<file path="src/logic/ccp_pkg.sv">
// Constants shared by the capture/compare/PWM mode control design
package ccp_pkg;
  // Register byte addresses
  localparam logic [7:0] unit_control_addr = 8'h00;
  localparam logic [7:0] timer_pairing_addr = 8'h04;
  localparam logic [7:0] restart_deadband_addr = 8'h08;
  localparam logic [7:0] steering_addr = 8'h0c;
  localparam logic [7:0] shutdown_addr = 8'h10;
  localparam logic [7:0] value_addr = 8'h14;
  localparam logic [7:0] status_addr = 8'h18;
  // Reset values
  localparam logic [7:0] unit_control_rst = 8'h00;
  localparam logic [7:0] timer_pairing_rst = 8'h00;
  localparam logic [7:0] restart_deadband_rst = 8'h00;
  localparam logic [4:0] steering_rst = 5'h01;
  localparam logic [7:0] shutdown_rst = 8'h00;
  // Field positions in the unit control register
  localparam int mode_lsb = 0;
  localparam int duty_lsb = 4;
  localparam int config_lsb = 6;
  // Field positions elsewhere
  localparam int deadband_lsb = 0;
  localparam int sync_bit = 4;
  localparam int irq_bit = 0;
  localparam int adc_bit = 1;
  // Mode codes
  localparam logic [3:0] mode_off = 4'h0;
  localparam logic [3:0] mode_toggle = 4'h2;
  localparam logic [3:0] mode_cap_fall = 4'h4;
  localparam logic [3:0] mode_cap_rise = 4'h5;
  localparam logic [3:0] mode_cap_rise4 = 4'h6;
  localparam logic [3:0] mode_cap_rise16 = 4'h7;
  localparam logic [3:0] mode_set = 4'h8;
  localparam logic [3:0] mode_clear = 4'h9;
  localparam logic [3:0] mode_irq_only = 4'ha;
  localparam logic [3:0] mode_special = 4'hb;
  // Output configuration codes
  localparam logic [1:0] cfg_single = 2'h0;
  localparam logic [1:0] cfg_forward = 2'h1;
  localparam logic [1:0] cfg_half = 2'h2;
  localparam logic [1:0] cfg_reverse = 2'h3;
  // Timing: one delay count is one instruction cycle of four clock periods
  localparam int tosc_per_count = 4;
  localparam int prescale_4 = 4;
  localparam int prescale_16 = 16;
endpackage

</file>
<file path="src/logic/capture_prescaler.sv">
// Edge detection and edge-count prescaling for capture events
`timescale 1ns/1ps
module capture_prescaler (
  // Clock and reset
  input wire logic pclk,
  input wire logic presetn,
  // Control
  input wire logic clear,
  input wire logic [3:0] mode,
  input wire logic pin_in,
  // Event
  output logic event_pulse
);
  logic pin_prev_reg;
  logic [3:0] count_reg;
  logic rise;
  logic fall;
  logic hit;

  assign rise = pin_in && !pin_prev_reg;
  assign fall = !pin_in && pin_prev_reg;

  always_ff @(posedge pclk or negedge presetn) begin
    if (!presetn) begin
      pin_prev_reg <= 1'b0;
    end else begin
      pin_prev_reg <= pin_in;
    end
  end

  // Prescaler counts rising edges; a mode write clears it so no partial count leaks
  always_ff @(posedge pclk or negedge presetn) begin
    if (!presetn) begin
      count_reg <= 4'h0;
    end else if (clear) begin
      count_reg <= 4'h0;
    end else if (rise) begin
      count_reg <= count_reg + 4'h1;
    end
  end

  always_comb begin
    case (mode)
      ccp_pkg::mode_cap_fall: hit = fall;
      ccp_pkg::mode_cap_rise: hit = rise;
      ccp_pkg::mode_cap_rise4: hit = rise && (count_reg[1:0] == 2'(ccp_pkg::prescale_4 - 1));
      ccp_pkg::mode_cap_rise16: hit = rise && (count_reg == 4'(ccp_pkg::prescale_16 - 1));
      default: hit = 1'b0;
    endcase
  end

  always_ff @(posedge pclk or negedge presetn) begin
    if (!presetn) begin
      event_pulse <= 1'b0;
    end else begin
      event_pulse <= hit && !clear;
    end
  end
endmodule

</file>
<file path="src/logic/deadband_delay.sv">
// Delays each inactive-to-active edge of a drive signal by a programmed count
`timescale 1ns/1ps
module deadband_delay #(
  parameter int count_width = 7
) (
  // Clock and reset
  input wire logic pclk,
  input wire logic presetn,
  // Control and data
  input wire logic [count_width-1:0] delay_count,
  input wire logic drive_in,
  output logic drive_out
);
  localparam int cw = count_width + 2;
  logic [cw-1:0] elapsed_reg;
  logic [cw-1:0] target;

  initial begin
    if (count_width < 1 || count_width > 16) begin
      $error("deadband_delay: count_width out of range");
    end
  end

  // Each count is one instruction cycle of four clock periods
  assign target = cw'(delay_count) * cw'(ccp_pkg::tosc_per_count);

  always_ff @(posedge pclk or negedge presetn) begin
    if (!presetn) begin
      elapsed_reg <= '0;
    end else if (!drive_in) begin
      elapsed_reg <= '0;
    end else if (elapsed_reg < target) begin
      elapsed_reg <= elapsed_reg + cw'(1);
    end
  end

  // Turn-off is immediate, turn-on waits out the dead band
  always_comb begin
    drive_out = drive_in && (elapsed_reg >= target);
  end
endmodule

</file>
<file path="src/logic/ccp_mode_control.sv">
// Capture/compare/PWM mode control with APB registers and enhanced outputs
//
// Our own choices: register access over APB and the address map.
`timescale 1ns/1ps
// Summary of operation
// - Mode 0000 stops everything and resets state
// - Codes 0001 and 0011 reserved, treated off
// - Mode 0010 toggles pin on match
// - Capture on fall, rise, 4th, 16th rise
// - Mode 1000 sets pin and flag
// - Mode 1001 clears pin, sets flag
// - Mode 1010 sets flag only
// - Mode 1011 flag and resets selected timer
// - Special event also sets converter-on bit
// - Duty is duty byte plus two bits
// - Duty bits ignored outside PWM
// - Half bridge polarity per mode low bits
// - Full bridge pair polarity per mode bits
// - Steering only in PWM single output
// - Timer select picks pair; 11 reserved
// - Dead band delays inactive-to-active edges, half bridge only
module ccp_mode_control #(
  parameter bit full_bridge = 1'b1,
  parameter int deadband_width = 7
) (
  // APB
  input wire logic pclk,
  input wire logic presetn,
  input wire logic psel,
  input wire logic penable,
  input wire logic pwrite,
  input wire logic [7:0] paddr,
  input wire logic [31:0] pwdata,
  output logic [31:0] prdata,
  output logic pready,
  output logic pslverr,
  // Capture/compare time bases
  input wire logic [15:0] timer1_count,
  input wire logic [15:0] timer3_count,
  input wire logic [15:0] timer5_count,
  output logic [2:0] timer_reset,
  // PWM time bases, period start pulses
  input wire logic [9:0] pwm2_count,
  input wire logic [9:0] pwm4_count,
  input wire logic [9:0] pwm6_count,
  input wire logic [2:0] period_start,
  // Capture input pin
  input wire logic capture_pin,
  // Converter start
  output logic converter_on_bit,
  // Output pins
  output logic output_a,
  output logic output_b,
  output logic output_c,
  output logic output_d,
  output logic [3:0] output_drive_n
);
  logic [7:0] control_reg;
  logic [7:0] timer_pairing_reg;
  logic [7:0] restart_deadband_reg;
  logic [4:0] steering_reg;
  logic [4:0] steering_live_reg;
  logic [7:0] shutdown_reg;
  logic [15:0] value_reg;
  logic unit_irq_flag_reg;
  logic adc_status_reg;
  logic [9:0] duty_latched_reg;
  logic match_prev_reg;
  logic compare_pin_reg;
  logic pwm_raw_reg;
  logic [3:0] mode;
  logic [1:0] duty_low_bits;
  logic [1:0] output_config_select;
  logic [1:0] timer_pair_select;
  logic [6:0] deadband_count;
  logic wr;
  logic rd;
  logic mapped;
  logic mode_write;
  logic pwm_mode;
  logic compare_mode;
  logic capture_mode;
  logic [15:0] sel_timer;
  logic [9:0] sel_pwm;
  logic sel_start;
  logic match_now;
  logic match_edge;
  logic capture_event;
  logic irq_set;
  logic adc_set;
  logic db_a;
  logic db_b;
  logic [3:0] pin_next;
  logic [3:0] drive_next;
  logic [31:0] read_value;

  initial begin
    if (deadband_width != 7) begin
      $error("ccp_mode_control: deadband_width must be 7");
    end
  end

  // Decodes a two-bit timer selection; the reserved code falls back to the first pair
  function automatic logic [1:0] pair_index(input logic [1:0] sel);
    pair_index = (sel == 2'h3) ? 2'h0 : sel;
  endfunction

  // True when the mode code is one of the compare actions
  function automatic logic is_compare(input logic [3:0] m);
    is_compare = (m == ccp_pkg::mode_toggle) || (m[3:2] == 2'b10);
  endfunction

  assign mode = control_reg[ccp_pkg::mode_lsb +: 4];
  assign duty_low_bits = control_reg[ccp_pkg::duty_lsb +: 2];
  assign output_config_select = control_reg[ccp_pkg::config_lsb +: 2];
  assign timer_pair_select = timer_pairing_reg[1:0];
  assign deadband_count = restart_deadband_reg[ccp_pkg::deadband_lsb +: 7];

  // APB handshake: one wait state, answer on the second access cycle
  assign wr = psel && penable && pready && pwrite;
  assign rd = psel && penable && !pready && !pwrite;
  assign mapped = (paddr[1:0] == 2'h0) && (paddr <= ccp_pkg::status_addr);
  assign mode_write = wr && mapped && (paddr == ccp_pkg::unit_control_addr);

  always_ff @(posedge pclk or negedge presetn) begin
    if (!presetn) begin
      pready <= 1'b0;
      pslverr <= 1'b0;
    end else if (psel && penable && !pready) begin
      pready <= 1'b1;
      pslverr <= !mapped;
    end else begin
      pready <= 1'b0;
      pslverr <= 1'b0;
    end
  end

  always_comb begin
    case (paddr)
      ccp_pkg::unit_control_addr: read_value = {24'h0, control_reg};
      ccp_pkg::timer_pairing_addr: read_value = {24'h0, timer_pairing_reg};
      ccp_pkg::restart_deadband_addr: read_value = {24'h0, restart_deadband_reg};
      ccp_pkg::steering_addr: read_value = {27'h0, steering_reg};
      ccp_pkg::shutdown_addr: read_value = {24'h0, shutdown_reg};
      ccp_pkg::value_addr: read_value = {16'h0, value_reg};
      ccp_pkg::status_addr: read_value = {30'h0, adc_status_reg, unit_irq_flag_reg};
      default: read_value = 32'h0;
    endcase
  end

  always_ff @(posedge pclk or negedge presetn) begin
    if (!presetn) begin
      prdata <= 32'h0;
    end else if (rd) begin
      prdata <= read_value;
    end
  end

  // Configuration registers
  always_ff @(posedge pclk or negedge presetn) begin
    if (!presetn) begin
      control_reg <= ccp_pkg::unit_control_rst;
      timer_pairing_reg <= ccp_pkg::timer_pairing_rst;
      restart_deadband_reg <= ccp_pkg::restart_deadband_rst;
      steering_reg <= ccp_pkg::steering_rst;
      shutdown_reg <= ccp_pkg::shutdown_rst;
    end else if (wr && mapped) begin
      case (paddr)
        ccp_pkg::unit_control_addr: control_reg <= pwdata[7:0];
        ccp_pkg::timer_pairing_addr: timer_pairing_reg <= {6'h0, pwdata[1:0]};
        ccp_pkg::restart_deadband_addr: restart_deadband_reg <= pwdata[7:0];
        ccp_pkg::steering_addr: steering_reg <= pwdata[4:0];
        ccp_pkg::shutdown_addr: shutdown_reg <= pwdata[7:0];
        default: control_reg <= control_reg;
      endcase
    end
  end

  // Mode classes; reserved codes fall into none of them
  assign pwm_mode = (mode[3:2] == 2'b11);
  assign compare_mode = is_compare(mode);
  assign capture_mode = (mode[3:2] == 2'b01);

  // Time base selection
  always_comb begin
    case (pair_index(timer_pair_select))
      2'h1: begin
        sel_timer = timer3_count;
        sel_pwm = pwm4_count;
        sel_start = period_start[1];
      end
      2'h2: begin
        sel_timer = timer5_count;
        sel_pwm = pwm6_count;
        sel_start = period_start[2];
      end
      default: begin
        sel_timer = timer1_count;
        sel_pwm = pwm2_count;
        sel_start = period_start[0];
      end
    endcase
  end

  capture_prescaler u_prescaler (
    .pclk(pclk),
    .presetn(presetn),
    .clear(mode_write || !capture_mode),
    .mode(mode),
    .pin_in(capture_pin),
    .event_pulse(capture_event)
  );

  // Act once per match, not for every cycle the timer sits on the value
  assign match_now = compare_mode && (sel_timer == value_reg);
  assign match_edge = match_now && !match_prev_reg;

  always_ff @(posedge pclk or negedge presetn) begin
    if (!presetn) begin
      match_prev_reg <= 1'b0;
    end else begin
      match_prev_reg <= match_now;
    end
  end

  // Value register: software write, or capture copy of the selected timer
  always_ff @(posedge pclk or negedge presetn) begin
    if (!presetn) begin
      value_reg <= 16'h0;
    end else if (capture_event && capture_mode) begin
      value_reg <= sel_timer;
    end else if (wr && mapped && paddr == ccp_pkg::value_addr) begin
      value_reg <= pwdata[15:0];
    end
  end

  // Compare pin actions; mode 0000 returns the latch to reset
  always_ff @(posedge pclk or negedge presetn) begin
    if (!presetn) begin
      compare_pin_reg <= 1'b0;
    end else if (mode == ccp_pkg::mode_off) begin
      compare_pin_reg <= 1'b0;
    end else if (match_edge) begin
      case (mode)
        ccp_pkg::mode_toggle: compare_pin_reg <= !compare_pin_reg;
        ccp_pkg::mode_set: compare_pin_reg <= 1'b1;
        ccp_pkg::mode_clear: compare_pin_reg <= 1'b0;
        default: compare_pin_reg <= compare_pin_reg;
      endcase
    end
  end

  assign irq_set = (match_edge && mode[3]) || (capture_event && capture_mode);
  assign adc_set = match_edge && (mode == ccp_pkg::mode_special);

  // Status flags: write one to clear, a new event in the same cycle wins
  always_ff @(posedge pclk or negedge presetn) begin
    if (!presetn) begin
      unit_irq_flag_reg <= 1'b0;
      adc_status_reg <= 1'b0;
    end else begin
      if (irq_set) begin
        unit_irq_flag_reg <= 1'b1;
      end else if (wr && mapped && paddr == ccp_pkg::status_addr && pwdata[ccp_pkg::irq_bit]) begin
        unit_irq_flag_reg <= 1'b0;
      end
      if (adc_set) begin
        adc_status_reg <= 1'b1;
      end else if (wr && mapped && paddr == ccp_pkg::status_addr && pwdata[ccp_pkg::adc_bit]) begin
        adc_status_reg <= 1'b0;
      end
    end
  end

  // Special event trigger pulses
  always_ff @(posedge pclk or negedge presetn) begin
    if (!presetn) begin
      timer_reset <= 3'h0;
      converter_on_bit <= 1'b0;
    end else begin
      timer_reset <= adc_set ? (3'h1 << pair_index(timer_pair_select)) : 3'h0;
      converter_on_bit <= adc_set;
    end
  end

  // Duty reloads at period start so each period is whole; steering does too only when its sync bit is set, otherwise at once
  always_ff @(posedge pclk or negedge presetn) begin
    if (!presetn) begin
      duty_latched_reg <= 10'h0;
    end else if (!pwm_mode) begin
      duty_latched_reg <= 10'h0;
    end else if (sel_start) begin
      duty_latched_reg <= {value_reg[7:0], duty_low_bits};
    end
  end

  always_ff @(posedge pclk or negedge presetn) begin
    if (!presetn) begin
      steering_live_reg <= ccp_pkg::steering_rst;
    end else if (!steering_reg[ccp_pkg::sync_bit] || sel_start) begin
      steering_live_reg <= steering_reg;
    end
  end

  always_ff @(posedge pclk or negedge presetn) begin
    if (!presetn) begin
      pwm_raw_reg <= 1'b0;
    end else begin
      pwm_raw_reg <= pwm_mode && (sel_pwm < duty_latched_reg);
    end
  end

  deadband_delay #(.count_width(deadband_width)) u_db_a (
    .pclk(pclk),
    .presetn(presetn),
    .delay_count(deadband_count),
    .drive_in(pwm_raw_reg),
    .drive_out(db_a)
  );

  deadband_delay #(.count_width(deadband_width)) u_db_b (
    .pclk(pclk),
    .presetn(presetn),
    .delay_count(deadband_count),
    .drive_in(pwm_mode && !pwm_raw_reg),
    .drive_out(db_b)
  );

  // Active-level pin map before polarity; bit order is d, c, b, a
  always_comb begin
    pin_next = 4'h0;
    drive_next = 4'h0;
    if (pwm_mode) begin
      case (full_bridge ? output_config_select : {output_config_select[1], 1'b0})
        ccp_pkg::cfg_half: begin
          pin_next = {2'b00, db_b, db_a};
          drive_next = 4'h3;
        end
        ccp_pkg::cfg_forward: begin
          pin_next = {pwm_raw_reg, 1'b0, 1'b0, 1'b1};
          drive_next = 4'hf;
        end
        ccp_pkg::cfg_reverse: begin
          pin_next = {1'b0, 1'b1, pwm_raw_reg, 1'b0};
          drive_next = 4'hf;
        end
        default: begin
          pin_next = {4{pwm_raw_reg}};
          drive_next = steering_live_reg[3:0];
        end
      endcase
    end else if (compare_mode) begin
      pin_next = {3'b000, compare_pin_reg};
      drive_next = 4'h1;
    end
  end

  // Polarity: bit 1 inverts A/C, bit 0 inverts B/D
  always_ff @(posedge pclk or negedge presetn) begin
    if (!presetn) begin
      output_a <= 1'b0;
      output_b <= 1'b0;
      output_c <= 1'b0;
      output_d <= 1'b0;
      output_drive_n <= 4'hf;
    end else begin
      output_a <= pin_next[0] ^ (pwm_mode && mode[1]);
      output_b <= pin_next[1] ^ (pwm_mode && mode[0]);
      output_c <= pin_next[2] ^ (pwm_mode && mode[1]);
      output_d <= pin_next[3] ^ (pwm_mode && mode[0]);
      output_drive_n <= ~drive_next;
    end
  end
endmodule

</file>
<file path="config.mk">
export PLATFORM = sky130hd
export DESIGN_NAME = ccp_mode_control
export DESIGN_NICKNAME = d
export VERILOG_FILES = /design/src/logic/ccp_pkg.sv /design/src/logic/capture_prescaler.sv /design/src/logic/deadband_delay.sv /design/src/logic/ccp_mode_control.sv
export SDC_FILE = /design/constraint.sdc
export NUM_CORES = 1
export LEC_CHECK = 0
export BUFFER_PORTS_ARGS = -buffer_cell sky130_fd_sc_hd__buf_2
export CELL_PAD_IN_SITES_DETAIL_PLACEMENT = 1
export CELL_PAD_IN_SITES_GLOBAL_PLACEMENT = 2
export CORE_MARGIN = 3
export CORE_UTILIZATION = 30
export DETAILED_ROUTE_END_ITERATION = 8
export HOLD_SLACK_MARGIN = 0.12
export MAX_ROUTING_LAYER = met4
export PLACE_DENSITY_LB_ADDON = 0.1
export SLEW_MARGIN = 20
export SYNTH_ARGS = -nofsm -noshare
export SYNTH_HDL_FRONTEND = slang
export SYNTH_SLANG_ARGS = --single-unit
</file>
<file path="constraint.sdc">
create_clock -name pclk -period 2.9 [get_ports pclk]
set_clock_uncertainty 0.1 [all_clocks]
set_input_delay 0.29 -clock pclk [delete_from_list [all_inputs] [get_ports pclk]]
set_output_delay 0.29 -clock pclk [all_outputs]
set_load 0.05 [all_outputs]
</file>
Word-level counts from Yosys, hierarchy flattened
Cells that the tools add are included.

operators by class
  add/subtract/negate cells = 3
  $mul = 0
  div/mod/pow operators = 0
  order comparisons = 6
  equal/unequal tests = 29
  shifts and indexed selects = 1
  multiplexer cells = 32
  bitwise logic cells = 5
  reduce and logical (&&, ||, !) cells = 59

operator list
  kind                                                                    count
  16-bit one-hot mux with 7 select lines                                  1
  9-bit two-way mux                                                       4
  16-bit two-way mux                                                      2
  16-bit one-hot mux with 2 select lines                                  1
  1-bit logical AND                                                       28
  8-bit by 5-bit equality test with 1-bit output (second input constant)  3
  10-bit two-way mux                                                      2
  10-bit one-hot mux with 2 select lines                                  1
  9-bit by 1-bit adder with 9-bit output (second input constant)          2
  9-bit greater-or-equal comparator                                       2
  9-bit less-than comparator                                              2
  16-bit equality test                                                    1
  4-bit by 3-bit equality test with 1-bit output (second input constant)  4
  4-bit equality test (second input constant)                             4
  8-bit by 4-bit equality test with 1-bit output (second input constant)  2
  4-bit two-way mux                                                       4
  2-bit equality test (second input constant)                             7
  4-bit one-hot mux with 3 select lines                                   1
  2-bit AND reduction                                                     6
  1-bit zero test                                                         11
  10-bit less-than comparator                                             1
  1-bit two-way mux                                                       10
  2-bit nonzero test                                                      5
  8-bit by 3-bit equality test with 1-bit output (second input constant)  1
  21 further kinds                                                        30

word-level totals
  register bits after elaboration = 136
  bits in latches = 0
  RAM bits = 0
  bits in read-only memories = 0
  bits of input ports = 127
  output and inout bits = 46
  word-level logic and storage cells = 163
  memories kept = 0

Depth between registers and ports, before layout
  depth in word-level cells = 10
  depth in mapped cells = 14
  gate-level depth less buffers = 10

Modules after synthesis
Synthesis repeated with hierarchy kept, for this count alone.

unflattened totals
  cells, all modules = 767
  area, all modules = 7315.8 um^2

by module, submodules not included
  module                   times used  cells an instance  area each (um^2)
  ccp_mode_control         1           578                5601.6
  deadband_delay (u_db_a)  1           81                 715.7
  deadband_delay (u_db_b)  1           81                 704.4
  capture_prescaler        1           27                 294.0

Least setup slack after synthesis
Ideal clock, no wire load.

  path kind = register to register
  start = reg timer_pairing_reg[0]
  end = reg pwm_raw_reg
  library setup time = 65 ps
  arrival = 2648 ps
  setup slack = 87 ps
  cell stages (with the launch flop) = 15
  path buffers = 4
  path through = dfrtp_1 inv_1 ha_1 buf_6 buf_6 buf_4 buf_6 nand2_1 o21ai_0 ha_1 a21o_1 a21o_1 a21o_1 a2111oi_0 o21a_1

on the way
  word-level cells in the longest chain between the ends = 6

ends and longest elaborated chain
  item                                                                                          RTL line                 text
  from (decl)                                                                                   ccp_mode_control.sv:59   logic [7:0] timer_pairing_reg;
  from (signal assigned)                                                                        ccp_mode_control.sv:163  timer_pairing_reg <= ccp_pkg::timer_pairing_rst;
  from (signal assigned)                                                                        ccp_mode_control.sv:170  ccp_pkg::timer_pairing_addr: timer_pairing_reg <= {6'h0, pwdata[1:0]};
  2-bit equality test                                                                           ccp_mode_control.sv:105  pair_index = (sel == 2'h3) ? 2'h0 : sel;
  2-bit two-way mux (*)                                                                         ccp_mode_control.sv:105
  2-bit equality test / 2-bit by 1-bit equality test with 1-bit output (equally long branches)  ccp_mode_control.sv:186  case (pair_index(timer_pair_select))
  10-bit one-hot mux with 2 select lines (*)                                                    ccp_mode_control.sv:186
  10-bit less-than comparator (*)                                                               ccp_mode_control.sv:309  pwm_raw_reg <= pwm_mode && (sel_pwm < duty_latched_reg);
  1-bit logical AND (*)                                                                         ccp_mode_control.sv:309
  to (signal assigned)                                                                          ccp_mode_control.sv:309
  to (decl)                                                                                     ccp_mode_control.sv:70   logic pwm_raw_reg;

Every way passes the cells marked *; elsewhere a longest branch is shown, timed or not.
A chain may end at the register's enable or synchronous reset.

Final worst setup path
  start = reg timer_pairing_reg[0]
  end = reg compare_pin_reg

on the way
  word-level cells in the longest chain between the ends = 9

ends and longest elaborated chain
  item                                                                                          RTL line                 text
  2-bit equality test                                                                           ccp_mode_control.sv:105
  2-bit two-way mux (*)                                                                         ccp_mode_control.sv:105
  2-bit equality test / 2-bit by 1-bit equality test with 1-bit output (equally long branches)  ccp_mode_control.sv:186
  16-bit one-hot mux with 2 select lines (*)                                                    ccp_mode_control.sv:186
  16-bit equality test (*)                                                                      ccp_mode_control.sv:215  assign match_now = compare_mode && (sel_timer == value_reg);
  1-bit logical AND (*)                                                                         ccp_mode_control.sv:215
  1-bit logical AND (*)                                                                         ccp_mode_control.sv:216  assign match_edge = match_now && !match_prev_reg;
  2-bit nonzero test (no line) (*)                                                              n/a
  2-bit AND reduction (no line) (*)                                                             n/a
  to (signal assigned)                                                                          ccp_mode_control.sv:245  ccp_pkg::mode_toggle: compare_pin_reg <= !compare_pin_reg;
  to (signal assigned)                                                                          ccp_mode_control.sv:248  default: compare_pin_reg <= compare_pin_reg;
  to (decl)                                                                                     ccp_mode_control.sv:69   logic compare_pin_reg;

Marks and branches as above.

==> flow_summary.yaml <==
run_status:
  outcome: "finished, violations left"
  violations: "setup timing"
global_routing:
  antenna_found_initial: 0
  grt.overflow.total: 0
  grt_usage: 0.1886
  grt_pass1_wl_mm: 35.45
  grt_max_degree: 70
  grt_pass1_vias: 6469
logic_synthesis:
  netlist_area_um2: 6969
  synth_top_area_cell: "dfrtp_1"
  synth_common_cells: "114 x dfrtp_1, 64 x nand2_1, 54 x nor2_1, 43 x o21ai_0, 36 x mux2_2"
  synth_flop_cell: "dfrtp_1"
  async_reset_ff_frac: 1.000
  ys_warn_count: 0
  yosysMostFrequentCell: "dfrtp_1"
  synth_top_area_frac: 0.4093
  syn_area_per_cell_um2: 9.802
  ys_types: 62
  synth_area_leaders: "dfrtp_1 41%, mux2_2 5.8%, ha_1 5.4%, nand2_1 3.4%, o21ai_0 3.1%"
  synth_edf_count: 0
  synth-seq-cells: 120
  synth_seq_area_share: 0.4320
  netlist_instances: 711
placement:
  dp_hpwl_mm: 17.17
  placed_cell_area_um2: 8142
  dp.cells: 1149
  pre_cts_ws_ns: -0.1320
  port_buffers: 140
  gp_congestion: 0.7866
drt:
  ant_nets: 0
  wirelength_mm: 22.94
  drt_iter0_markers: 267
  dr.pass1.iters: 6
  vias: 6229
  wire_per_inst_um: 19.05
  drc: 0
  via_per_inst: 5.174
finish:
  n_fill_cell: 2612
  num_antenna_cells: 0
  nets: 1063
  drive_above_1_share: 0.3286
  stdcell_count: 1204
  utilization: 0.3978
  stdcell_area_um2: 9034
  area_growth_pct: 29.62
sta:
  finalSetupTns_ns: -0.02265
  worst_slack_ns: -0.02265
  worst_pin_slew_ns: 0.5969
  finalHoldViolCount: 0
  slew_headroom: 0.6011
  setup_viol_count_final: 1
  finalCritPeriodShare: 1.008
  fmax_mhz: 342.2
  rsz0062_at_grt: "true"
  finalMaxSlewViolations: 0
  finalCriticalPeriod_ns: 2.923
clock_network:
  root_buffer: "clkbuf_16"
  cts_tree: "yes"
  clk_pin_slew_worst_paths_ns: 0.05
  htreeDepth: 4
  cts_made_buffers: 17
  clock-sinks: 120
  clk_path_buf_depth: 2
  clkLatencyLatePin_ns: 0.42
worst_setup_path:
  worst-setup-path-type: "register to register"
  reg2reg_setup_slack_ns: -0.02
  cp-end-kind: "register"
  rr_startpoint: "timer_pairing_reg[0]"
  arrival_ns: 3.12
  path_max_fanout: 8
  crit_path_start: "timer_pairing_reg[0]"
  start_kind: "register"
  crit_required_ns: 3.10
floorplan:
  initial_core_util: 0.3069
  die_x_um: 158.4
  fp.dieH_um: 158.4
  core_region_area_um2: 22710
  ioPinCount: 173
  rows: 55
  die_area_um2: 25100
power:
  leakagePower_uw: 0.004231
  powerDensity_nw_per_um2: 456.3
  peakVddDrop_mv: 0.3187
worst_hold_path:
  worstHoldPathType: "primary input to register"
  hold_start: "pwdata[0]"
job:
  cap_violations: 0
## power by group
part	internal [uW]	switching (uW)
clock network	1190	796
logic	138	275
registers	1700	20.0
total	3030	1090
## critical path: stages (launching register included)
cell       delay [ns]
dfrtp_1          0.40
inv_2            0.07
ha_4             0.27
clkbuf_16        0.16
buf_4            0.15
nand2_1          0.07
o21ai_2          0.07
xor2_1           0.14
or4_4            0.56
nor4_4           0.34
buf_4            0.19
mux2i_1          0.21
nor2_1           0.07
## cell families (layout without fill, tap and decap cells)
family	Yosys count	count (layout)	synth area share
flops	120	120	0.4320
buf+inv	80	273	0.06661
mux	52	52	0.08115
xor+xnor	25	25	0.03142
fa+ha+maj	30	30	0.05386
other cells	1	16	0.0005381
compound gates	167	167	0.1618
simple gates	236	236	0.1727
## metrics by stage
stage	power [uW]	hold WS, ns
2_1_floorplan	1969	-0.1056
4_1_cts	4177	0.1379
5_1_grt	4301	0.1346
3_3_place_gp	2138	0.03463
6_report	4122	0.1415
3_5_place_dp	2145	0.03929
## layout by cell type, fill, tap and decap left out, types with 3 or more instances in the layout
cell type,instances
a222oi_1,8
a21oi_1,29
nor2_1,54
o21a_1,3
mux2i_1,16
buf_2,139
a21o_1,11
inv_1,30
buf_6,4
a221o_1,3
or3_1,11
mux2_2,36
xnor2_1,16
and2_1,12
and3_1,10
o211ai_1,5
nand3_1,12
dfrtp_1,114
buf_12,4
clkinv_2,5
nand2_1,64
a22oi_1,25
a221oi_2,6
nor3_1,15
buf_4,46
dlygate4sd3_1,15
a31oi_1,8
clkinvlp_4,4
nor2b_1,20
o21ai_0,39
ha_1,28
nor3_2,5
conb_1,16
dfstp_2,6
nand4_1,13
clkbuf_16,18
o2111ai_1,3
xor2_1,9
nand2b_1,5
o21ai_2,3
## area by class of cell
cell class	instances	area, um2	share of cell area
repair buffers	209	1341	0.1485
clock buffers	20	446.7	0.04945
clock inverters	12	102.6	0.01136
inverters	32	120.1	0.01330
flip-flops and latches	120	3010	0.3332
multi-input cells	526	3656	0.4047
well taps	285	356.6	0.03947
## path summary, 6_finish.rpt
kind / end / cells after the start
setup / recovery: compare_pin_reg / 12
hold / removal: shutdown_reg[0] / 2
setup reg to reg: compare_pin_reg / 12
hold reg to reg: output_drive_n[1] / 1
max in group asynchronous: u_db_a.elapsed_reg[1] / 3
min in group asynchronous: u_db_a.elapsed_reg[5] / 2
## metal layers
| layer | track usage | vias to the layer above | share of wire | wire length (um) |
|---|---|---|---|---|
| met3 | 0.03235 | 20 | 0.033 | 754 |
| met2 | 0.3186 | 135 | 0.52 | 11900 |
| li1 | - | 2915 | - | - |
| met4 | 0.05285 | 0 | 0.013 | 301 |
| met1 | 0.2336 | 3159 | 0.44 | 9979 |
| met5 | - | - | 0 | 0 |
## repair_timing
| item | CTS | global route |
|---|---|---|
| gates cloned | 0 | 1 |
| pin swaps | 1 | 3 |
| hold buffers | 15 | 0 |
| buffers inserted | 2 | 6 |
| gates resized for setup | 7 | 25 |
| hold endpoints to repair | 130 | 0 |
| setup endpoints to repair | 6 | 7 |
(Power assumes the default switching activity.)
